$ cat config.mk
export PLATFORM = sky130hd
export DESIGN_NAME = bbet_exec_timing
export DESIGN_NICKNAME = d
export VERILOG_FILES = /design/src/rtl/bbet_pkg.sv /design/src/rtl/bbet_exec_timing.sv /design/src/rtl/bbet_table.sv
export SDC_FILE = /design/constraint.sdc
export NUM_CORES = 1
export LEC_CHECK = 0
export ABC_AREA = 1
export ABC_CLOCK_PERIOD_IN_PS = 5600
export BUFFER_PORTS_ARGS = -buffer_cell sky130_fd_sc_hd__buf_2
export CORE_AREA = 2 2 73 68
export DETAILED_ROUTE_END_ITERATION = 8
export DIE_AREA = 0 0 75 70
export PLACE_DENSITY_LB_ADDON = 0.25
export SETUP_SLACK_MARGIN = 0.3
export SLEW_MARGIN = 20
export SYNTH_ARGS = -nofsm -noshare
export SYNTH_HDL_FRONTEND = slang
export SYNTH_SLANG_ARGS = --single-unit
$ cat constraint.sdc
create_clock -name CLK -period 5.6 [get_ports CLK]
set_clock_uncertainty 0.2 [all_clocks]
set_input_delay 0.84 -clock CLK [delete_from_list [all_inputs] [get_ports CLK]]
set_output_delay 0.84 -clock CLK [all_outputs]
set_load 0.01 [all_outputs]
$ cat src/rtl/bbet_pkg.sv
/*
 * Shared types and constants of the bit-operation and branch execution
 * timing sequencer: operation codes, request and result carriers, and the
 * timing table with best, cache and worst case clock counts.
 * Assumes a single processor clock; address calculation times from other
 * tables are reported as a kind only and are never added here.
 */
package bbet_pkg;

    localparam int BBET_TOTAL_W = 6;
    localparam int BBET_ROW_COUNT = 25;
    localparam logic [5:0] BBET_FIELD_MAX = 6'h20;
    localparam logic [4:0] BBET_WIDTH_MAX_CODE = 5'h00;

    typedef enum logic [4:0] {
        BBET_OP_SINGLE_BIT_TEST, BBET_OP_SINGLE_BIT_TOGGLE, BBET_OP_SINGLE_BIT_CLEAR,
        BBET_OP_SINGLE_BIT_SET, BBET_OP_FIELD_TEST, BBET_OP_FIELD_TOGGLE,
        BBET_OP_FIELD_CLEAR, BBET_OP_FIELD_SET, BBET_OP_FIELD_EXTRACT_SIGNED,
        BBET_OP_FIELD_EXTRACT_UNSIGNED, BBET_OP_FIELD_INSERT, BBET_OP_FIELD_FIND_FIRST_ONE,
        BBET_OP_BRANCH_TAKEN, BBET_OP_BRANCH_NOT_TAKEN_BYTE, BBET_OP_BRANCH_NOT_TAKEN_WORD,
        BBET_OP_BRANCH_NOT_TAKEN_LONG, BBET_OP_DECREMENT_AND_BRANCH_LIVE,
        BBET_OP_DECREMENT_AND_BRANCH_EXPIRED, BBET_OP_DECREMENT_AND_BRANCH_TRUE
    } bbet_op_t;

    // Where the instruction words come from selects the timing case.
    typedef enum logic [1:0] {
        BBET_SRC_PIPE = 2'h0,
        BBET_SRC_CACHE = 2'h1,
        BBET_SRC_EXTERNAL = 2'h2
    } bbet_src_t;

    typedef enum logic [1:0] {
        BBET_ADD_NONE = 2'h0,
        BBET_ADD_FETCH_EA = 2'h1,
        BBET_ADD_FETCH_IMM = 2'h2,
        BBET_ADD_CALC_IMM = 2'h3
    } bbet_add_t;

    typedef enum logic [4:0] {
        BBET_ROW_SB_REG, BBET_ROW_SB_TEST_MEM, BBET_ROW_SB_MOD_MEM,
        BBET_ROW_F_TEST_REG, BBET_ROW_F_TEST_NARROW, BBET_ROW_F_TEST_WIDE,
        BBET_ROW_F_MOD_REG, BBET_ROW_F_MOD_NARROW, BBET_ROW_F_MOD_WIDE,
        BBET_ROW_F_EXT_REG, BBET_ROW_F_EXT_NARROW, BBET_ROW_F_EXT_WIDE,
        BBET_ROW_F_INS_REG, BBET_ROW_F_INS_NARROW, BBET_ROW_F_INS_WIDE,
        BBET_ROW_F_FFO_REG, BBET_ROW_F_FFO_NARROW, BBET_ROW_F_FFO_WIDE,
        BBET_ROW_BR_TAKEN, BBET_ROW_BR_NT_BYTE, BBET_ROW_BR_NT_WORD, BBET_ROW_BR_NT_LONG,
        BBET_ROW_DB_LIVE, BBET_ROW_DB_EXPIRED, BBET_ROW_DB_TRUE
    } bbet_row_idx_t;

    typedef struct packed {
        bbet_op_t op;
        logic mem_operand;
        logic bitnum_imm;
        bbet_src_t fetch_src;
        logic [2:0] field_off_lo;
        logic [4:0] field_width;
    } bbet_req_t;

    typedef struct packed {
        logic [5:0] total;
        logic [1:0] reads;
        logic [1:0] prefetches;
        logic [1:0] writes;
        bbet_add_t addr_add;
    } bbet_timing_t;

    typedef struct packed {
        logic [5:0] best;
        logic [5:0] cache;
        logic [5:0] worst;
        logic [1:0] reads;
        logic [1:0] writes;
        logic [1:0] worst_pf;
    } bbet_row_t;

    // Columns: best, cache, worst, operand reads, operand writes, worst prefetches.
    localparam bbet_row_t BBET_ROWS [0:BBET_ROW_COUNT-1] = '{
        '{6'h01, 6'h04, 6'h05, 2'h0, 2'h0, 2'h1},
        '{6'h04, 6'h04, 6'h05, 2'h0, 2'h0, 2'h1},
        '{6'h04, 6'h04, 6'h05, 2'h0, 2'h1, 2'h1},
        '{6'h03, 6'h06, 6'h07, 2'h0, 2'h0, 2'h1},
        '{6'h0b, 6'h0b, 6'h0c, 2'h1, 2'h0, 2'h1},
        '{6'h0f, 6'h0f, 6'h10, 2'h2, 2'h0, 2'h1},
        '{6'h09, 6'h0c, 6'h0c, 2'h0, 2'h0, 2'h1},
        '{6'h10, 6'h10, 6'h10, 2'h1, 2'h1, 2'h1},
        '{6'h18, 6'h18, 6'h18, 2'h2, 2'h2, 2'h1},
        '{6'h05, 6'h08, 6'h08, 2'h0, 2'h0, 2'h1},
        '{6'h0d, 6'h0d, 6'h0d, 2'h1, 2'h0, 2'h1},
        '{6'h12, 6'h12, 6'h12, 2'h2, 2'h0, 2'h1},
        '{6'h07, 6'h0a, 6'h0a, 2'h0, 2'h0, 2'h1},
        '{6'h0e, 6'h0e, 6'h0f, 2'h1, 2'h1, 2'h1},
        '{6'h14, 6'h14, 6'h15, 2'h2, 2'h2, 2'h1},
        '{6'h0f, 6'h12, 6'h12, 2'h0, 2'h0, 2'h1},
        '{6'h18, 6'h18, 6'h18, 2'h1, 2'h0, 2'h1},
        '{6'h20, 6'h20, 6'h20, 2'h2, 2'h0, 2'h1},
        '{6'h03, 6'h06, 6'h09, 2'h0, 2'h0, 2'h2},
        '{6'h01, 6'h04, 6'h05, 2'h0, 2'h0, 2'h1},
        '{6'h03, 6'h06, 6'h07, 2'h0, 2'h0, 2'h1},
        '{6'h03, 6'h06, 6'h09, 2'h0, 2'h0, 2'h2},
        '{6'h03, 6'h06, 6'h09, 2'h0, 2'h0, 2'h2},
        '{6'h07, 6'h0a, 6'h0a, 2'h0, 2'h0, 2'h3},
        '{6'h03, 6'h06, 6'h07, 2'h0, 2'h0, 2'h1}
    };

    // A field needs five bytes, and so two operand cycles, when it runs past 32 bits.
    function automatic logic bbet_field_wide(logic [2:0] off_lo, logic [4:0] width);
        logic [5:0] w;
        w = (width == BBET_WIDTH_MAX_CODE) ? BBET_FIELD_MAX : {1'b0, width};
        return (({3'h0, off_lo} + w) > BBET_FIELD_MAX);
    endfunction

endpackage

$ cat src/rtl/bbet_exec_timing.sv
/*
 * Execution timing sequencer for single-bit, bit-field and conditional
 * branch operations. Takes one decoded request at a time, holds BUSY for
 * exactly the table's total clock count and marks each operand read,
 * instruction prefetch and operand write bus cycle inside that count.
 * Assumes the decoder and bus interface run on CLK; address times that
 * other tables add are reported as a kind and left to the caller.
 */
// Behaviour
// - Bus cycles lie inside the total count.
// - Register single-bit ops take 1/4/5 clocks.
// - Memory bit test takes 4/4/5 clocks.
// - Memory bit modify takes 4/4/5, one write.
// - Memory bit ops add immediate or EA fetch.
// - Register field modify takes 9/12/12 clocks.
// - Narrow memory field modify takes 16, r1 w1.
// - Five-byte field modify takes 24, r2 w2.
// - Full-width field straddling five bytes reads twice.
// - Field test takes 3/6/7, 11/11/12, 15/15/16.
// - Field extract takes 5/8/8, 13, 18.
// - Field insert takes 7/10/10, 14/14/15, 20/20/21.
// - Find first one takes 15/18/18, 24, 32.
// - Memory field ops add immediate calculation time.
// - Branches are complete, no address time added.
// - Live decrement-and-branch takes 3/6/9 clocks.
// - Expired takes 7/10/10; true condition 3/6/7.
`timescale 1ns/10ps

module bbet_exec_timing
    import bbet_pkg::*;
#(
    parameter int ELAPSED_W = 6
)
(
    // Clock and reset
    input wire logic CLK,
    input wire logic RESET,
    // Request from the decoder
    input wire logic START,
    input wire bbet_req_t REQ,
    output logic READY,
    // Timing of the operation in progress
    output bbet_timing_t TIMING,
    output logic BUSY,
    output logic DONE,
    // Bus cycle marks
    output logic RD_STROBE,
    output logic PF_STROBE,
    output logic WR_STROBE
);

    if (ELAPSED_W < BBET_TOTAL_W)
    begin : g_width_check
        $error("ELAPSED_W too narrow for the longest total count");
    end

    typedef enum logic [1:0] {
        ST_IDLE = 2'b01,
        ST_RUN = 2'b10
    } bbet_state_t;

    function automatic logic [ELAPSED_W-1:0] ext2(logic [1:0] c);
        return ELAPSED_W'(c);
    endfunction

    bbet_state_t state_q;
    bbet_state_t state_d;
    bbet_timing_t timing_d;
    bbet_timing_t timing_q;
    logic [ELAPSED_W-1:0] elapsed_q;
    logic [ELAPSED_W-1:0] total_e;
    logic accept;
    logic run;
    logic last;

    bbet_table u_table
    (
        .req(REQ),
        .timing(timing_d)
    );

    assign run = (state_q == ST_RUN);
    assign accept = START && (state_q == ST_IDLE);
    assign total_e = ELAPSED_W'(timing_q.total);
    // The operation ends on its last counted clock, bus cycles included.
    assign last = run && (elapsed_q == total_e - ext2(2'h1));

    always_comb
    begin
        state_d = state_q;
        unique case (state_q)
            ST_IDLE: state_d = START ? ST_RUN : ST_IDLE;
            ST_RUN: state_d = last ? ST_IDLE : ST_RUN;
            default: state_d = ST_IDLE;
        endcase
    end

    always_ff @(posedge CLK or posedge RESET)
    begin
        if (RESET)
            state_q <= ST_IDLE;
        else
            state_q <= state_d;
    end

    always_ff @(posedge CLK or posedge RESET)
    begin
        if (RESET)
            timing_q <= '0;
        else if (accept)
            timing_q <= timing_d;
    end

    always_ff @(posedge CLK or posedge RESET)
    begin
        if (RESET)
            elapsed_q <= '0;
        else if (accept)
            elapsed_q <= '0;
        else if (run)
            elapsed_q <= elapsed_q + ext2(2'h1);
    end

    // Reads come first, prefetches next, writes close the count; the table
    // guarantees they never overlap, so no arbitration is needed.
    assign RD_STROBE = run && (elapsed_q < ext2(timing_q.reads));
    assign PF_STROBE = run && (elapsed_q >= ext2(timing_q.reads))
        && (elapsed_q < ext2(timing_q.reads) + ext2(timing_q.prefetches));
    assign WR_STROBE = run && (elapsed_q >= total_e - ext2(timing_q.writes));
    assign READY = (state_q == ST_IDLE);
    assign BUSY = run;
    assign DONE = last;
    assign TIMING = timing_q;

    // Checking helpers: the accepted request and per-operation cycle tallies.
    bbet_req_t req_q;
    logic took_q;
    logic [ELAPSED_W-1:0] run_len_q;
    logic [2:0] rd_cnt_q;
    logic [2:0] pf_cnt_q;
    logic [2:0] wr_cnt_q;

    always_ff @(posedge CLK or posedge RESET)
    begin
        if (RESET)
        begin
            req_q <= '0;
            took_q <= 1'b0;
            run_len_q <= '0;
            rd_cnt_q <= 3'h0;
            pf_cnt_q <= 3'h0;
            wr_cnt_q <= 3'h0;
        end
        else
        begin
            took_q <= accept;
            if (accept)
            begin
                req_q <= REQ;
                run_len_q <= '0;
                rd_cnt_q <= 3'h0;
                pf_cnt_q <= 3'h0;
                wr_cnt_q <= 3'h0;
            end
            else if (run)
            begin
                run_len_q <= run_len_q + ext2(2'h1);
                rd_cnt_q <= rd_cnt_q + {2'h0, RD_STROBE};
                pf_cnt_q <= pf_cnt_q + {2'h0, PF_STROBE};
                wr_cnt_q <= wr_cnt_q + {2'h0, WR_STROBE};
            end
        end
    end

    function automatic logic [5:0] pick(bbet_src_t s, logic [5:0] b, logic [5:0] c,
        logic [5:0] w);
        return (s == BBET_SRC_PIPE) ? b : ((s == BBET_SRC_CACHE) ? c : w);
    endfunction

    logic is_sb;
    logic is_sb_mod;
    logic is_field;
    logic is_fmod;
    logic q_wide;
    logic q_ext;

    assign is_sb = (req_q.op <= BBET_OP_SINGLE_BIT_SET);
    assign is_sb_mod = is_sb && (req_q.op != BBET_OP_SINGLE_BIT_TEST);
    assign is_field = !is_sb && (req_q.op <= BBET_OP_FIELD_FIND_FIRST_ONE);
    assign is_fmod = (req_q.op == BBET_OP_FIELD_TOGGLE) || (req_q.op == BBET_OP_FIELD_CLEAR)
        || (req_q.op == BBET_OP_FIELD_SET);
    assign q_wide = bbet_field_wide(req_q.field_off_lo, req_q.field_width);
    assign q_ext = (req_q.fetch_src == BBET_SRC_EXTERNAL);
endmodule

$ cat src/rtl/bbet_table.sv
/*
 * Timing table lookup: turns a decoded request into the total clock count,
 * the operand read, prefetch and write counts and the address time to add.
 * Purely combinational; the request comes from logic on the same clock.
 */
`timescale 1ns/10ps

module bbet_table
    import bbet_pkg::*;
(
    // Decoded request
    input wire bbet_req_t req,
    // Looked-up timing
    output bbet_timing_t timing
);

    function automatic bbet_row_idx_t row_of(bbet_req_t r);
        logic wide;
        bbet_row_idx_t base;
        wide = bbet_field_wide(r.field_off_lo, r.field_width);
        base = BBET_ROW_SB_REG;
        unique case (r.op)
            BBET_OP_SINGLE_BIT_TEST:
                return r.mem_operand ? BBET_ROW_SB_TEST_MEM : BBET_ROW_SB_REG;
            BBET_OP_SINGLE_BIT_TOGGLE, BBET_OP_SINGLE_BIT_CLEAR, BBET_OP_SINGLE_BIT_SET:
                return r.mem_operand ? BBET_ROW_SB_MOD_MEM : BBET_ROW_SB_REG;
            BBET_OP_FIELD_TEST: base = BBET_ROW_F_TEST_REG;
            BBET_OP_FIELD_TOGGLE, BBET_OP_FIELD_CLEAR, BBET_OP_FIELD_SET:
                base = BBET_ROW_F_MOD_REG;
            BBET_OP_FIELD_EXTRACT_SIGNED, BBET_OP_FIELD_EXTRACT_UNSIGNED:
                base = BBET_ROW_F_EXT_REG;
            BBET_OP_FIELD_INSERT: base = BBET_ROW_F_INS_REG;
            BBET_OP_FIELD_FIND_FIRST_ONE: base = BBET_ROW_F_FFO_REG;
            BBET_OP_BRANCH_TAKEN: return BBET_ROW_BR_TAKEN;
            BBET_OP_BRANCH_NOT_TAKEN_BYTE: return BBET_ROW_BR_NT_BYTE;
            BBET_OP_BRANCH_NOT_TAKEN_WORD: return BBET_ROW_BR_NT_WORD;
            BBET_OP_BRANCH_NOT_TAKEN_LONG: return BBET_ROW_BR_NT_LONG;
            BBET_OP_DECREMENT_AND_BRANCH_LIVE: return BBET_ROW_DB_LIVE;
            BBET_OP_DECREMENT_AND_BRANCH_EXPIRED: return BBET_ROW_DB_EXPIRED;
            BBET_OP_DECREMENT_AND_BRANCH_TRUE: return BBET_ROW_DB_TRUE;
            default: return BBET_ROW_SB_REG;
        endcase
        // Field rows come in register, narrow and wide triples.
        if (!r.mem_operand)
        begin
            return base;
        end
        return bbet_row_idx_t'(base + (wide ? 5'h02 : 5'h01));
    endfunction

    bbet_row_t row;

    always_comb
    begin
        row = BBET_ROWS[row_of(req)];
        timing.reads = row.reads;
        timing.writes = row.writes;
        unique case (req.fetch_src)
            BBET_SRC_PIPE:
            begin
                timing.total = row.best;
                timing.prefetches = 2'h0;
            end
            BBET_SRC_CACHE:
            begin
                timing.total = row.cache;
                timing.prefetches = 2'h0;
            end
            default:
            begin
                timing.total = row.worst;
                timing.prefetches = row.worst_pf;
            end
        endcase
        timing.addr_add = BBET_ADD_NONE;
        if (req.mem_operand && req.op <= BBET_OP_SINGLE_BIT_SET)
        begin
            timing.addr_add = req.bitnum_imm ? BBET_ADD_FETCH_IMM : BBET_ADD_FETCH_EA;
        end
        else if (req.mem_operand && req.op <= BBET_OP_FIELD_FIND_FIRST_ONE)
        begin
            timing.addr_add = BBET_ADD_CALC_IMM;
        end
    end

endmodule

==> flow_summary.toml, run 1 <==
[logic_synthesis]
synth_seq_cells = 22
async_flop_share = 1.00
yosys_most_used_dff = "dfrtp_1"
avgSynthCellArea_um2 = 6.74
synth-edff-count = 0
synthCells = 407
yosysUniqueCellTypes = 49
synth_nets = 460
ys_seq_area_frac = 0.201
syn_area_um2 = 2740
yosys_warnings = 0

[timing]
rsz0062_at_grt = "no"
worst_slew_pin_slew_ns = 0.866
fmax_mhz = 231
slew_headroom = 0.422
finalHoldViolCount = 0
finalSetupTns_ns = 0
slew_viol_final = 0
setup_viol = 0
period_share = 0.774
setup_ws_ns = 1.27
hold_ws_ns = 0.334
layout_min_cycle_time_ns = 4.33

[clock_tree]
clock_path_buffers = 2
post_cts_buffers = 0
root_buffer = "clkbuf_8"
ctsResizeCount = 0
cts_buffers = 3
postCtsHoldBufs = 0
htree_levels = 1
insertion_delay_ns = 0.27
clk_pin_slew_ns = 0.09
cts.sinks = 22
tritoncts = "built"

[cells_and_area]
syn2layout_area_growth_pct = 9.77
final_nets = 493
instances_no_fill = 504
fin_area_um2 = 3010
drive_above_1_share = 0.169
diodes = 0
fillerInstances = 419

[critical_path]
worstPathArrival_ns = 4.30
r2r_cells = 7
r2r_end = "TIMING[7]"
required_ns = 5.56
reg2reg_slack_ns = 3.14
critical_path.startpoint = "REQ[0]"
cp_max_fo = 8
cp-start-kind = "input port"
cp-end-kind = "flip-flop"
path_class = "input port to flip-flop"
reg2reg_from = "state_q[0]"

[routing]
postRouteAntennaNets = 0
vias = 2757
drc = 0
firstDrtPassIters = 5
post_drt_wl_per_cell_um = 13.0
wirelength_um = 6530
drtIter0Drc = 247
vias_per_cell = 5.47

[die]
start_util = 0.597
dieHeight_um = 70
coreArea_um2 = 4590
ioPinCount = 40
num_rows = 24
die_area_um2 = 5250
die_w_um = 75

[global_routing]
use_met2 = 0.423
grt_pass1_wl_um = 11000
grt_use_met1 = 0.358
grt_usage = 0.262
antenna_found_initial = 0
grt_max_degree = 24
busiest_layer = "met2"
grt_pass1_vias = 2479
grtUsageMet3 = 0.0375
overflow = 0

[power]
p_leak_nw = 1.63
swShare = 0.454
internal_power_w = 0.000536
pwr_density_cell_nw_per_um2 = 326
pwr-share-comb = 0.561
switchingPower_w = 0.000446
power.share.clock = 0.158
p_seq_frac = 0.281
vdd_drop_max_mv = 0.149

[placed_design]
dp_hpwl_um = 5040
portBuffers = 39
pre_cts_ws_ns = 1.04
gp_congestion = 1.06
placed_cells = 500
dpl-instance-area_um2 = 2940

[hold_path]
min_from = "TIMING[4]"
hold_depth = 2
holdPathEnd = "TIMING[4]"
min_path_type = "flip-flop to flip-flop"

[outcome]
status = "finished clean"

[run]
cap_violations = 0
==> layout by cell type (no fill, tap or decap), types with 2 or more instances in the layout <==
master,n
a21boi_0,3
a21oi_1,19
a21oi_2,2
a31oi_1,4
buf_2,39
clkbuf_8,3
dfrtp_1,21
fa_1,4
ha_1,29
inv_1,55
inv_2,6
nand2_1,98
nand2_2,5
nand2_4,2
nand3_1,35
nand3_2,4
nand3b_1,2
nand4_1,5
nor2_1,39
nor2_2,3
nor3_1,4
o211ai_1,3
o21a_1,2
o21ai_0,12
o21ai_1,5
o21ai_2,2
o22ai_1,4
or2_2,2
xnor2_1,4
xor2_1,6
==> per-stage QoR <==
step                total power (W)   util
floorplan                  0.000675      -
global placement           0.000807  0.639
detailed placement         0.000824  0.639
CTS                        0.000981  0.655
global route                0.00109  0.655
finish                     0.000982  0.655
==> how the worst max path moves through the flow <==
stage               cells after the start  slack [ns]    endpoint
detailed placement                     27        1.04  total_e[0]
global placement                       27        1.16  total_e[0]
finish                                 27        1.27  total_e[0]
floorplan                              26        1.49  total_e[0]
CTS                                    27        1.30  total_e[0]
global route                           27        0.97  total_e[0]
==> cell families (layout without fill, tap and decap cells) <==
family | after synthesis | count (layout) | share of synthesized area
xor+xnor | 10 | 10 | 0.0319
buf+inv | 73 | 105 | 0.114
fa+ha+maj | 33 | 33 | 0.162
simple gates | 205 | 205 | 0.348
compound gates | 64 | 64 | 0.143
flops | 22 | 22 | 0.201
==> synthesized netlist by cell type (3+ instances only) <==
| cell type | number | share of area |
|---|---|---|
| ha_1 | 29 | 0.13 |
| clkbuf_1 | 5 | 0.0068 |
| o22ai_1 | 4 | 0.0091 |
| xnor2_1 | 4 | 0.013 |
| o211ai_1 | 3 | 0.0082 |
| inv_2 | 6 | 0.0082 |
| nor3_1 | 4 | 0.0073 |
| nor2_1 | 39 | 0.053 |
| nor2_2 | 3 | 0.0068 |
| a21oi_1 | 19 | 0.035 |
| buf_6 | 3 | 0.012 |
| a31oi_1 | 4 | 0.0091 |
| nand3_2 | 4 | 0.015 |
| nand2_2 | 5 | 0.011 |
| nand4_1 | 5 | 0.011 |
| xor2_1 | 6 | 0.019 |
| a21boi_0 | 3 | 0.0082 |
| nand3_1 | 35 | 0.064 |
| o21ai_0 | 12 | 0.022 |
| nand2_1 | 98 | 0.13 |
| o21ai_1 | 5 | 0.0091 |
| inv_1 | 55 | 0.075 |
| fa_1 | 4 | 0.029 |
| dfrtp_1 | 21 | 0.19 |
==> registers in the layout, summed over array words and instances, names as in the netlist <==
register   cells
elapsed_q      6
TIMING         8
state_q        2
total_e        6
==> cell type report <==
class                   count  area [um^2]  share of cell area
multi-input cells         312         1880               0.624
flip-flops and latches     22          552               0.183
inverters                  62          233              0.0773
repair buffers             39          195              0.0649
well taps                  65         81.3              0.0270
clock buffers               3         41.3              0.0137
clock inverters             1         30.0             0.00998
==> power groups by stage <==
stage / Combinational, W / Sequential (W) / Clock (W)
final: 0.000551 / 0.000276 / 0.000156
after global routing: 0.000640 / 0.000283 / 0.000163
after CTS: 0.000553 / 0.000273 / 0.000155
after detailed placement: 0.000548 / 0.000277 / 0
after global placement: 0.000532 / 0.000275 / 0
after floorplan: 0.000397 / 0.000278 / 0
==> per-layer routing <==
layer	routed length, um	vias up
li1	-	1388
met1	2970	1241
met2	3020	112
met3	361	16
met4	171	0
met5	0	-
==> worst max-delay path, cell delays in order <==
cell      delay [ns]
buf_2           0.09
ha_1            0.16
inv_1           0.05
fa_1            0.47
nand2_1         0.05
a21oi_1         0.10
o221ai_1        0.11
nand2_1         0.16
ha_1            0.20
inv_1           0.06
fa_1            0.48
nand2_1         0.05
inv_1           0.04
nor2_1          0.04
nand2_1         0.10
nand2_4         0.09
ha_1            0.39
inv_1           0.13
nand3_1         0.17
nand2_1         0.11
nand2_1         0.05
nand2_1         0.06
nand2_1         0.05
nand2_1         0.06
nand3_1         0.07
nand2_1         0.07
inv_1           0.05
Note: power is estimated with default switching activity, not from simulation.
==> inputs of run 2 (changes only) <==
--- a/config.mk
+++ b/config.mk
@@ -6,11 +6,11 @@
 export NUM_CORES = 1
 export LEC_CHECK = 0
 export ABC_AREA = 1
-export ABC_CLOCK_PERIOD_IN_PS = 5600
+export ABC_CLOCK_PERIOD_IN_PS = 3600
 export BUFFER_PORTS_ARGS = -buffer_cell sky130_fd_sc_hd__buf_2
-export CORE_AREA = 2 2 73 68
+export CORE_AREA = 2 2 79 74
 export DETAILED_ROUTE_END_ITERATION = 8
-export DIE_AREA = 0 0 75 70
+export DIE_AREA = 0 0 81 76
 export PLACE_DENSITY_LB_ADDON = 0.25
 export SETUP_SLACK_MARGIN = 0.3
 export SLEW_MARGIN = 20
==> constraint.sdc (replaced) <==
create_clock -name CLK -period 3.6 [get_ports CLK]
set_clock_uncertainty 0.2 [all_clocks]
set_input_delay 0.54 -clock CLK [delete_from_list [all_inputs] [get_ports CLK]]
set_output_delay 0.54 -clock CLK [all_outputs]
set_load 0.01 [all_outputs]
==> run 2 against run 1 <==
Effect of this change: the flow now finishes with violations (setup timing); via count is 5.9% higher; cell count up 8.3%; non-clock buffer count increased by 37; worst hold slack worse by 0.10 ns; routed wire length up 13%; die area is 17% higher; largest cell class unchanged.
==> flow_summary.toml, run 2 (synthesis results as in run 1) <==
[outcome]
status = "finished with violations"
failed_checks = "setup timing"

[power]
pwr_density_cell_nw_per_um2 = 478
p_leak_nw = 1.84
vdd_drop_max_mv = 0.366

[routing]
wirelength_um = 7380
post_drt_wl_per_cell_um = 13.5
postRouteAntennaNets = 0
drtIter0Drc = 183
vias = 2920
drc = 0
vias_per_cell = 5.35
firstDrtPassIters = 5

[critical_path]
r2r_end = "total_e[4]"
reg2reg_from = "state_q[0]"
path_class = "input port to flip-flop"
cp-end-kind = "flip-flop"
cp_max_fo = 7
r2r_cells = 8
reg2reg_slack_ns = 1.36
cp-start-kind = "input port"
worstPathArrival_ns = 3.57
required_ns = 3.56

[timing]
hold_ws_ns = 0.229
fmax_mhz = 276
finalSetupTns_ns = -0.0170
finalHoldViolCount = 0
slew_viol_final = 0
setup_viol = 1
period_share = 1.00
slew_headroom = 0.440
layout_min_cycle_time_ns = 3.62
rsz0062_at_grt = "yes"
worst_slew_pin_slew_ns = 0.840
setup_ws_ns = -0.0170

[global_routing]
grt_pass1_wl_um = 12200
grt_usage = 0.244
grt_max_degree = 23
grt_pass1_vias = 2788
overflow = 0
antenna_found_initial = 0

[die]
ioPinCount = 40
die_area_um2 = 6160
coreArea_um2 = 5400
num_rows = 26
dieHeight_um = 76
die_w_um = 81
start_util = 0.508

[clock_tree]
cts_buffers = 3
insertion_delay_ns = 0.26
htree_levels = 1
cts.sinks = 22
tritoncts = "built"
postCtsHoldBufs = 0
root_buffer = "clkbuf_8"
clk_pin_slew_ns = 0.08
clock_path_buffers = 2

[placed_design]
placed_cells = 536
pre_cts_ws_ns = -0.346
dp_hpwl_um = 5680
portBuffers = 39
gp_congestion = 0.943

[cells_and_area]
drive_above_1_share = 0.305
seqCellArea_um2 = 552
syn2layout_area_growth_pct = 27.8
mostFrequentLayoutCells = "94 x nand2_1, 47 x inv_1, 37 x buf_2"
final_util = 0.649
diodes = 0
largest_reg_flops = 8
layout_commonest_cell = "nand2_1"
fillerInstances = 511
final_nets = 530
instances_no_fill = 546
multi_input_area_um2 = 2040

[hold_path]
min_path_type = "input port to async pin"

[run]
cap_violations = 0
run 2: cell types whose count changed in the layout (fill, tap and decap cells not counted), sizes merged:
cell	previous run	this run
buf	39	76
run 2: through the flow:
stage               cell area [um^2]  total power [W]
floorplan                       2810          0.00106
global placement                3260          0.00131
detailed placement              3260          0.00135
CTS                             3400          0.00164
global route                    3500          0.00183
finish                          3500          0.00168
run 2: worst max path at each step:
stage,start,end,cells past startpoint
after floorplan,REQ[0],total_e[0],26
after global placement,REQ[0],total_e[2],26
after detailed placement,REQ[0],total_e[2],25
after CTS,REQ[0],total_e[0],27
after global routing,REQ[0],total_e[0],27
final,REQ[0],total_e[2],25
run 2: layout make-up:
class | count | area share
clock buffer | 3 | 0.0118
timing repair buffer | 76 | 0.145
clock inverter | 1 | 0.00857
inverter | 62 | 0.0707
tap | 70 | 0.0250
sequential | 22 | 0.157
multi-input combinational | 312 | 0.581
run 2: report_power, final:
| group | internal [W] | switching [W] | leakage (nW) | total, W |
|---|---|---|---|---|
| combinational | 0.000454 | 0.000566 | 1.52 | 0.00102 |
| sequential | 0.000330 | 0.0000934 | 0.283 | 0.000424 |
| clock | 0.000149 | 0.0000840 | 0.0357 | 0.000232 |
run 2: what timing repair did:
item                       in CTS  in global routing
pin swaps                      13                 12
setup buffers                   3                  3
setup endpoints to repair      13                 13
resized for setup              18                 21
run 2: critical path: stages:
cell and delay (ns):
buf_8 0.08, ha_4 0.13, inv_2 0.03, fa_1 0.47, nand2_1 0.06, a21oi_2 0.12
o221ai_2 0.10, nand2_1 0.09, ha_2 0.19, inv_2 0.04, fa_1 0.47, nand2_1 0.05
inv_1 0.04, nor2_1 0.03, nand2_1 0.12, nand2_4 0.11, ha_4 0.22, nand3_1 0.08
nand2_1 0.09, nor2_1 0.16, nor2_1 0.06, nand2_1 0.08, nand3_2 0.07, nor2_2 0.10
nor2_1 0.04
run 2: per-layer routing:
layer  vias up  track usage  wire [um]
met1      1359        0.316       3320
met2        81        0.417       3660
met5         -            0          0
met3        16       0.0237        238
li1       1464            -          -
met4         0       0.0898        153
